$ cat src/logic/tmcm_pkg.sv
/*
  Shared constants for the transducer command mailbox: register map,
  command and response codes, channel layout, interrupt bits, timing.
  Assumes a 100 MHz system clock and a 32-bit register bus.
*/
package tmcm_pkg;

  // Register byte offsets
  localparam int ADDR_W = 8;
  localparam logic [ADDR_W-1:0] OFF_CMD = 8'h00;
  localparam logic [ADDR_W-1:0] OFF_TGT = 8'h04;
  localparam logic [ADDR_W-1:0] OFF_IRQ_STS = 8'h18;
  localparam logic [ADDR_W-1:0] OFF_IRQ_EN = 8'h1C;
  localparam logic [ADDR_W-1:0] OFF_IRQ_CLR = 8'h20;
  localparam logic [ADDR_W-1:0] OFF_CHAN_EN = 8'h24;
  localparam logic [ADDR_W-1:0] OFF_DIAG_BIT = 8'h28;
  localparam logic [ADDR_W-1:0] OFF_DIAG_INP = 8'h2C;
  localparam logic [ADDR_W-1:0] OFF_DIAG_INT = 8'h30;

  // Command codes
  localparam logic [31:0] CMD_IDLE = 32'h0000_0000;
  localparam logic [31:0] CMD_RESET = 32'h0000_0001;

  // Response codes
  localparam logic [31:0] RESP_IDLE = 32'h0000_0000;
  localparam logic [31:0] RESP_BUSY = 32'h0000_0001;
  localparam logic [31:0] RESP_DONE = 32'h0000_0002;
  localparam logic [31:0] RESP_TIMEOUT = 32'h1111_1111;
  localparam logic [31:0] RESP_RSP_ERR = 32'h1111_1110;
  localparam logic [31:0] RESP_BIT_FAIL = 32'h1111_1101;
  localparam logic [31:0] RESP_INP_FAIL = 32'h1111_1100;
  localparam logic [31:0] RESP_ORDER = 32'h1111_0111;

  // Channel field and link operations
  localparam int CHAN_W = 4;
  localparam int NUM_CHAN = 15;
  localparam logic [CHAN_W-1:0] CHAN_BCAST = 4'hF;
  localparam logic [CHAN_W-1:0] CHAN_LAST = 4'hE;
  localparam logic [NUM_CHAN-1:0] CHAN_EN_RST = 15'h7FFF;
  localparam logic OP_RESET = 1'b0;
  localparam logic OP_DIAG = 1'b1;

  // Interrupt status bits
  localparam int IRQ_W = 2;
  localparam int IRQ_DONE = 0;
  localparam int IRQ_ERR = 1;

  // Reply timeout
  localparam int CLK_MHZ = 100;
  localparam int REPLY_TIMEOUT_US = 1000;
  localparam int REPLY_TIMEOUT_CYC = REPLY_TIMEOUT_US * CLK_MHZ;

  typedef enum logic [2:0] {
    S_IDLE, S_RST_TX, S_RST_WAIT, S_SCAN, S_DIAG_TX, S_DIAG_WAIT, S_HOLD
  } tmcm_state_t;

endpackage

$ cat src/logic/tmcm_mailbox.sv
/*
  Transducer command mailbox: AHB-Lite register slave, command sequencer
  driving a request/reply link to the serial transducer engine, reply
  timeout, diagnostic latches and a level interrupt.
  Assumes one clock, a single AHB-Lite master and a link engine that
  offers each reply as a one-cycle pulse.
*/
module tmcm_mailbox
  import tmcm_pkg::*;
#(
  parameter int TIMEOUT_CYC = REPLY_TIMEOUT_CYC
)(
  input wire logic clk_sys,
  input wire logic rst,
  input wire logic hsel,
  input wire logic [31:0] haddr,
  input wire logic [1:0] htrans,
  input wire logic hwrite,
  input wire logic [2:0] hsize,
  input wire logic [31:0] hwdata,
  input wire logic hready,
  output logic hreadyout,
  output logic hresp,
  output logic [31:0] hrdata,
  output logic irq,
  output logic xdcr_req_valid,
  input wire logic xdcr_req_ready,
  output logic xdcr_req_op,
  output logic [CHAN_W-1:0] xdcr_req_chan,
  input wire logic xdcr_rsp_valid,
  input wire logic xdcr_rsp_parity_err,
  input wire logic xdcr_rsp_addr_err,
  input wire logic xdcr_rsp_code_err,
  input wire logic xdcr_rsp_bit_fail,
  input wire logic xdcr_rsp_invalid_input,
  input wire logic xdcr_rsp_internal_fail
);

  tmcm_state_t state_r;
  logic wr_pend_r;
  logic addr_ok_r;
  logic [ADDR_W-1:0] addr_r;
  logic [31:0] cmd_r;
  logic [31:0] resp_r;
  logic [CHAN_W-1:0] tgt_r;
  logic [CHAN_W-1:0] tgt_lat_r;
  logic [CHAN_W-1:0] idx_r;
  logic [NUM_CHAN-1:0] chan_en_r;
  logic [NUM_CHAN-1:0] diag_bit_r;
  logic [NUM_CHAN-1:0] diag_inp_r;
  logic [NUM_CHAN-1:0] diag_int_r;
  logic [IRQ_W-1:0] irq_sts_r;
  logic [IRQ_W-1:0] irq_en_r;
  logic [IRQ_W-1:0] irq_set;
  logic [IRQ_W-1:0] irq_clr;
  logic hold_d_r;
  logic wr_cmd;
  logic order_err;
  logic req_fire;
  logic tmo_exp;
  logic diag_rsp;
  logic [31:0] eval_code;
  logic eval_err;

  // Write strobe for one register in its data phase
  function automatic logic reg_wr(input logic [ADDR_W-1:0] off);
    return wr_pend_r && addr_ok_r && addr_r == off;
  endfunction

  // States in which a command is still being worked on
  function automatic logic is_busy(input tmcm_state_t s);
    return s != S_IDLE && s != S_HOLD;
  endfunction

  // Zero-wait slave: every transfer completes with OKAY
  assign hreadyout = 1'b1;
  assign hresp = 1'b0;

  // Address phase capture; only word transfers are expected
  always_ff @(posedge clk_sys or posedge rst) begin
    if (rst) begin
      wr_pend_r <= 1'b0;
      addr_ok_r <= 1'b0;
      addr_r <= '0;
    end else if (hready) begin
      wr_pend_r <= hsel && htrans[1] && hwrite;
      addr_ok_r <= hsel && htrans[1] && haddr[31:ADDR_W] == '0;
      addr_r <= haddr[ADDR_W-1:0];
    end
  end

  assign wr_cmd = reg_wr(OFF_CMD);
  assign order_err = wr_cmd && hwdata != CMD_IDLE && state_r != S_IDLE;

  // Command field; software owns it, hardware only reads it
  always_ff @(posedge clk_sys or posedge rst) begin
    if (rst) begin
      cmd_r <= CMD_IDLE;
    end else if (wr_cmd) begin
      cmd_r <= hwdata;
    end
  end

  // Target channel may change at any time; a command latches its copy
  always_ff @(posedge clk_sys or posedge rst) begin
    if (rst) begin
      tgt_r <= '0;
    end else if (reg_wr(OFF_TGT)) begin
      tgt_r <= hwdata[CHAN_W-1:0];
    end
  end

  // Channel enable and interrupt enable
  always_ff @(posedge clk_sys or posedge rst) begin
    if (rst) begin
      chan_en_r <= CHAN_EN_RST;
      irq_en_r <= '0;
    end else begin
      if (reg_wr(OFF_CHAN_EN)) begin
        chan_en_r <= hwdata[NUM_CHAN-1:0];
      end
      if (reg_wr(OFF_IRQ_EN)) begin
        irq_en_r <= hwdata[IRQ_W-1:0];
      end
    end
  end

  tmcm_reply_eval u_eval (
    .parity_err(xdcr_rsp_parity_err),
    .addr_err(xdcr_rsp_addr_err),
    .code_err(xdcr_rsp_code_err),
    .bit_fail(xdcr_rsp_bit_fail),
    .invalid_input(xdcr_rsp_invalid_input),
    .code(eval_code),
    .is_err(eval_err)
  );

  assign req_fire = xdcr_req_valid && xdcr_req_ready;
  assign diag_rsp = state_r == S_DIAG_WAIT && xdcr_rsp_valid;

  // Restarted per request, so a stale run never leaks into the next one
  tmcm_timeout #(
    .LIMIT(TIMEOUT_CYC)
  ) u_tmo (
    .clk_sys(clk_sys),
    .rst(rst),
    .start(req_fire),
    .stop(xdcr_rsp_valid),
    .expired(tmo_exp)
  );

  // Command sequencer and response field
  always_ff @(posedge clk_sys or posedge rst) begin
    if (rst) begin
      state_r <= S_IDLE;
      resp_r <= RESP_IDLE;
      tgt_lat_r <= '0;
      idx_r <= '0;
    end else if (order_err) begin
      state_r <= S_HOLD;
      resp_r <= RESP_ORDER;
    end else begin
      unique case (state_r)
        S_IDLE: begin
          if (cmd_r == CMD_RESET) begin
            state_r <= S_RST_TX;
            resp_r <= RESP_BUSY;
            tgt_lat_r <= tgt_r;
          end
        end
        S_RST_TX: begin
          if (xdcr_req_ready) begin
            idx_r <= '0;
            // Broadcast gets no reply, so go straight to the scan
            state_r <= (tgt_lat_r == CHAN_BCAST) ? S_SCAN : S_RST_WAIT;
          end
        end
        S_RST_WAIT: begin
          if (xdcr_rsp_valid || tmo_exp) begin
            state_r <= S_SCAN;
          end
        end
        S_SCAN: begin
          if (idx_r > CHAN_LAST) begin
            state_r <= S_HOLD;
            resp_r <= RESP_DONE;
          end else if (chan_en_r[idx_r]) begin
            state_r <= S_DIAG_TX;
          end else begin
            idx_r <= idx_r + 1'b1;
          end
        end
        S_DIAG_TX: begin
          if (xdcr_req_ready) begin
            state_r <= S_DIAG_WAIT;
          end
        end
        S_DIAG_WAIT: begin
          if (xdcr_rsp_valid) begin
            if (eval_err) begin
              state_r <= S_HOLD;
              resp_r <= eval_code;
            end else begin
              idx_r <= idx_r + 1'b1;
              state_r <= S_SCAN;
            end
          end else if (tmo_exp) begin
            state_r <= S_HOLD;
            resp_r <= RESP_TIMEOUT;
          end
        end
        S_HOLD: begin
          // Result stays until software puts the command back to idle
          if (cmd_r == CMD_IDLE) begin
            state_r <= S_IDLE;
            resp_r <= RESP_IDLE;
          end
        end
      endcase
    end
  end

  // Latched sensor diagnostics, refreshed by each re-read
  always_ff @(posedge clk_sys or posedge rst) begin
    if (rst) begin
      diag_bit_r <= '0;
      diag_inp_r <= '0;
      diag_int_r <= '0;
    end else if (diag_rsp) begin
      diag_bit_r[idx_r] <= xdcr_rsp_bit_fail;
      diag_inp_r[idx_r] <= xdcr_rsp_invalid_input;
      diag_int_r[idx_r] <= xdcr_rsp_internal_fail;
    end
  end

  // Link request: reset to the latched target, diag read to the scan index
  assign xdcr_req_valid = state_r == S_RST_TX || state_r == S_DIAG_TX;
  assign xdcr_req_op = (state_r == S_DIAG_TX) ? OP_DIAG : OP_RESET;
  assign xdcr_req_chan = (state_r == S_DIAG_TX) ? idx_r : tgt_lat_r;

  // Events fire on entry to the result state; set beats clear
  assign irq_set[IRQ_DONE] = state_r == S_HOLD && !hold_d_r;
  assign irq_set[IRQ_ERR] = state_r == S_HOLD && !hold_d_r && resp_r != RESP_DONE;
  assign irq_clr = reg_wr(OFF_IRQ_CLR) ? hwdata[IRQ_W-1:0] : '0;

  always_ff @(posedge clk_sys or posedge rst) begin
    if (rst) begin
      hold_d_r <= 1'b0;
      irq_sts_r <= '0;
    end else begin
      hold_d_r <= state_r == S_HOLD;
      irq_sts_r <= (irq_sts_r & ~irq_clr) | irq_set;
    end
  end

  assign irq = |(irq_sts_r & irq_en_r);

  // Read mux; reserved words of the command area read zero
  always_comb begin
    unique case (addr_r)
      OFF_CMD: hrdata = resp_r;
      OFF_TGT: hrdata = 32'(tgt_r);
      OFF_IRQ_STS: hrdata = 32'(irq_sts_r);
      OFF_IRQ_EN: hrdata = 32'(irq_en_r);
      OFF_CHAN_EN: hrdata = 32'(chan_en_r);
      OFF_DIAG_BIT: hrdata = 32'(diag_bit_r);
      OFF_DIAG_INP: hrdata = 32'(diag_inp_r);
      OFF_DIAG_INT: hrdata = 32'(diag_int_r);
      default: hrdata = 32'h0000_0000;
    endcase
    if (!addr_ok_r) begin
      hrdata = 32'h0000_0000;
    end
  end
endmodule // tmcm_mailbox

$ cat src/logic/tmcm_reply_eval.sv
/*
  Classifies one diagnostic reply into a mailbox response code.
  Assumes the reply flags are valid in the cycle the reply is offered.
*/
module tmcm_reply_eval
  import tmcm_pkg::*;
(
  input wire logic parity_err,
  input wire logic addr_err,
  input wire logic code_err,
  input wire logic bit_fail,
  input wire logic invalid_input,
  output logic [31:0] code,
  output logic is_err
);
  // Link faults first: a corrupted reply says nothing about the sensor
  always_comb begin
    if (parity_err || addr_err || code_err) begin
      code = RESP_RSP_ERR;
    end else if (bit_fail) begin
      code = RESP_BIT_FAIL;
    end else if (invalid_input) begin
      code = RESP_INP_FAIL;
    end else begin
      code = RESP_DONE;
    end
    is_err = code != RESP_DONE;
  end
endmodule // tmcm_reply_eval

$ cat src/logic/tmcm_timeout.sv
/*
  Reply timeout counter: restarts on every transmitted request, stops
  when a reply arrives, pulses expired once the limit is reached.
  Assumes start and stop are single-cycle pulses on clk_sys.
*/
module tmcm_timeout
  import tmcm_pkg::*;
#(
  parameter int LIMIT = REPLY_TIMEOUT_CYC
)(
  input wire logic clk_sys,
  input wire logic rst,
  input wire logic start,
  input wire logic stop,
  output logic expired
);
  localparam int CNT_W = $clog2(LIMIT + 1);
  localparam logic [CNT_W-1:0] CNT_LAST = CNT_W'(LIMIT - 1);

  logic [CNT_W-1:0] cnt_r;
  logic run_r;

  // Count while armed; a fresh start always wins over a stale run
  always_ff @(posedge clk_sys or posedge rst) begin
    if (rst) begin
      cnt_r <= '0;
      run_r <= 1'b0;
      expired <= 1'b0;
    end else begin
      expired <= run_r && !stop && !start && cnt_r == CNT_LAST;
      if (start) begin
        cnt_r <= '0;
        run_r <= 1'b1;
      end else if (stop || (run_r && cnt_r == CNT_LAST)) begin
        run_r <= 1'b0;
      end else if (run_r) begin
        cnt_r <= cnt_r + 1'b1;
      end
    end
  end
endmodule // tmcm_timeout

$ cat config.mk
export PLATFORM = sky130hd
export DESIGN_NAME = tmcm_mailbox
export DESIGN_NICKNAME = d
export VERILOG_FILES = /design/src/logic/tmcm_pkg.sv /design/src/logic/tmcm_mailbox.sv /design/src/logic/tmcm_reply_eval.sv /design/src/logic/tmcm_timeout.sv
export SDC_FILE = /design/constraint.sdc
export NUM_CORES = 1
export LEC_CHECK = 0
export BUFFER_PORTS_ARGS = -buffer_cell sky130_fd_sc_hd__clkbuf_2
export CAP_MARGIN = 25
export CORE_MARGIN = 1.5
export CORE_UTILIZATION = 59
export DETAILED_ROUTE_END_ITERATION = 12
export MAX_ROUTING_LAYER = met4
export PLACE_DENSITY_LB_ADDON = 0.05
export SLEW_MARGIN = 20
export SYNTH_ARGS = -nofsm -noshare
export SYNTH_HDL_FRONTEND = slang
export SYNTH_HIERARCHICAL = 1
export SYNTH_SLANG_ARGS = --single-unit
$ cat constraint.sdc
create_clock -name clk_sys -period 6.2 [get_ports clk_sys]
set_input_delay 0.62 -clock clk_sys [delete_from_list [all_inputs] [get_ports clk_sys]]
set_output_delay 0.62 -clock clk_sys [all_outputs]
set_load 0.02 [all_outputs]
==> metrics.txt <==
Critical-path top delay cell=dfrtp_1; met3 WL=1000 microns; RSZ-0062 raised after global routing=no; syn_area_per_cell=11.1 sq um; Buffers on Ports=116; beginning of the critical path=addr_r[2]$_DFFE_PP0P_; critical path required time=5.58 ns; drt pass-1 iters=5; Net Switching=954 uW; R2R depth=7; post-layout util=67.3%; largest net degree at the start of global routing=85; setup violators final=0; TritonCTS clock tree=done; Clock power frac=33.4%; dpl ws=2.73 ns; slew margin rel.=35.7%; Die Wd=127 microns; YS warnings=6; Congestion Overflow GR=0; DRT iter0 DRCs=455; fin crit share=61.6%; hold crit path type=in2async; num ports=123; vias in the first global route=6647; htree depth=4; sequential cell area fraction in the yosys report=47.8%; Core ar.=15100 sq um; M1 WL=9300 microns; initial core utilization=60.0%; Post-Syn Instances=820; Setup WS post-layout=2.38 ns; endpoints failing hold=0; Max Root-Sink Buffers=2; Crit Path Max Fanout=22; Seq cells post-synth=173; top sig layer=met4; layout cell share with drive strength beyond 1=34.3%; Crit Path Category=reg2out; Via-to-Cell Ratio=6.01; Post-DRT Antenna Nets=0; achievable frequency=262 MHz; routed wl met2=10400 microns; CTS sink cnt=173; main flop type after synthesis=dfrtp_1; drt drc=0; gr usage total=28.2%; DR vias=6661; startpoint types=register; total die area=16200 sq um; CTS-repair resized insts=0; setup tns final=0 ns; Pint=2.24 mW; cell row count=45; area grow syn2layout=12.0%; critical path endpoint category=primary output; Reg power frac=43.9%; Slew Limit Fails=0; Worst VDD drop=0.241 mV; Nets=994; min Tclk post-route=3.82 ns; WHS=0.321 ns; Comb pwr share=22.7%; skew final=0.0134 ns; max incr delay on CP=0.74 ns; first-pass GRT wire length=34400 microns; CTS buffer count=17; Post-synth ARST share=100%; Synth cell types=61; synthesized area=9090 sq um; WL/cell=19.0 microns; total power=3.20 mW; Post-DP HPWL=14900 microns; Pleak=4.70 nW; FF-to-FF End=resp_r[1]$_DFFE_PP0P_; worst slew pin tran=0.965 ns; final wirelength=21100 microns; chip height=127 microns; Switching Share=29.8%; R2R Setup Slk=2.66 ns; EDFF count, synth=0; status=complete, no violations; CTS Hold Bufs=0; post-CTS setup buffers=0; sequence of cells on the critical path=nor4_1, and4_1, a22oi_1, a21oi_1, clkbuf_2; crit-path leading delay family=simple AND/OR/NAND/NOR gates; Antenna Cells=0; Crit. path cell count=5; clock latency on the worst-skew pair=0.44 ns; RR Startpoint=addr_r[2]$_DFFE_PP0P_; initial antenna violation count=0; Power Density=314 nW/um^2; clock transition at the registers of the reported paths=0.07 ns; CTS root buffer=clkbuf_16; GP Congestion=0.919; Max Cap Viol=0; Critical Path AT=3.20 ns; Buf/Inv on CP=1
[cells by family (layout without fill, tap and decap cells)]
group | after synthesis | after routing | synth area share, %
AOI/OAI and AO/OA | 115 | 115 | 8.57
xor gates and xnor gates | 1 | 1 | 0.0963
adders and majority gates | 5 | 5 | 0.688
buffers and inverters | 115 | 193 | 6.43
DFF | 173 | 173 | 47.8
muxes | 175 | 175 | 22.0
other | 3 | 25 | 0.124
and+or+nand+nor | 233 | 233 | 14.3
[placed cells by master, fill, tap and decap left out, types with 15 or more instances in the layout]
master     Yosys  final
dfrtp_1      158    158
mux2_2       131    131
clkbuf_2       0    116
nand2_1       57     57
inv_1         40     39
a21oi_1       35     35
nor4_1        33     33
a22oi_1       30     30
mux2i_1       28     28
nor2_1        29     27
conb_1         3     25
and3_1        21     21
clkbuf_16      0     17
dfstp_2       15     15
[cells in the mapped netlist (3+ instances only)]
master | instances | area, sq um
dfstp_2 | 15 | 394
dfrtp_1 | 158 | 3950
ha_1 | 5 | 62.6
o21ai_0 | 12 | 60.1
nand2b_1 | 5 | 31.3
nor3b_1 | 3 | 22.5
mux2_1 | 4 | 45.0
and4_1 | 3 | 26.3
and2_1 | 5 | 31.3
nand4b_1 | 3 | 26.3
clkbuf_1 | 31 | 116
nor2b_1 | 5 | 31.3
a22oi_1 | 30 | 225
mux4_2 | 3 | 67.6
a21o_1 | 4 | 30.0
mux2_4 | 9 | 135
nor4_1 | 33 | 206
or3_1 | 6 | 37.5
o31ai_1 | 13 | 97.6
a21oi_1 | 35 | 175
conb_1 | 3 | 11.3
mux2i_1 | 28 | 280
nor3_1 | 13 | 65.1
buf_1 | 4 | 15.0
and3_1 | 21 | 131
or4_1 | 12 | 90.1
nand4_1 | 12 | 75.1
buf_6 | 4 | 45.0
inv_1 | 40 | 150
nand3_1 | 12 | 60.1
nand2_1 | 57 | 214
buf_4 | 31 | 233
nor2_1 | 29 | 109
buf_2 | 5 | 25.0
nor4b_1 | 3 | 26.3
mux2_2 | 131 | 1480
nand3b_1 | 4 | 30.0
[through the flow]
stage               area, sq um  instances
floorplan                  9180        842
global placement           9600       1076
detailed placement         9600       1076
CTS                       10200       1108
global route              10200       1108
finish                    10200       1108
[flip-flops by register name (all words and copies together), names as in the netlist, 8 cells and up]
register,flops
addr_r,8
chan_en_r,15
cmd_r,32
diag_bit_r,15
diag_inp_r,15
diag_int_r,15
resp_r,32
u_tmo/cnt_r,17
[final cells by class]
type | instances | area (sq um)
Clock buffer | 25 | 465
Clock inverter | 7 | 115
Fill cell | 1162 | 4960
Inverter | 40 | 155
Multi-Input combinational cell | 554 | 4250
Sequential cell | 173 | 4350
Tap cell | 188 | 235
Timing Repair Buffer | 121 | 618
[routing by layer]
| metal | GRT usage (%) | vias to the layer above |
|---|---|---|
| met1 | 37.3 | 3343 |
| met4 | 8.89 | 0 |
| li1 | - | 3119 |
| met2 | 44.6 | 172 |
| met3 | 5.32 | 27 |
| met5 | - | - |
[power by group through the flow]
stage / sequential, mW / combinational (mW) / clock (mW)
finish: 1.40 / 0.724 / 1.07
global route: 1.42 / 0.792 / 1.13
CTS: 1.40 / 0.730 / 1.09
detailed placement: 1.42 / 0.728 / 0
global placement: 1.41 / 0.708 / 0
floorplan: 1.34 / 0.635 / 0
[worst max-delay path by stage]
stage          slack (ns)                endpoint
4_1_cts              2.30               hrdata[3]
2_1_floorplan        1.46   addr_ok_r$_DFFE_PP0P_
3_3_place_gp         2.77  resp_r[16]$_DFFE_PP0P_
6_report             2.38              hrdata[12]
3_5_place_dp         2.73   resp_r[4]$_DFFE_PP0P_
5_1_grt              2.10              hrdata[12]
(Power assumes the default switching activity.)
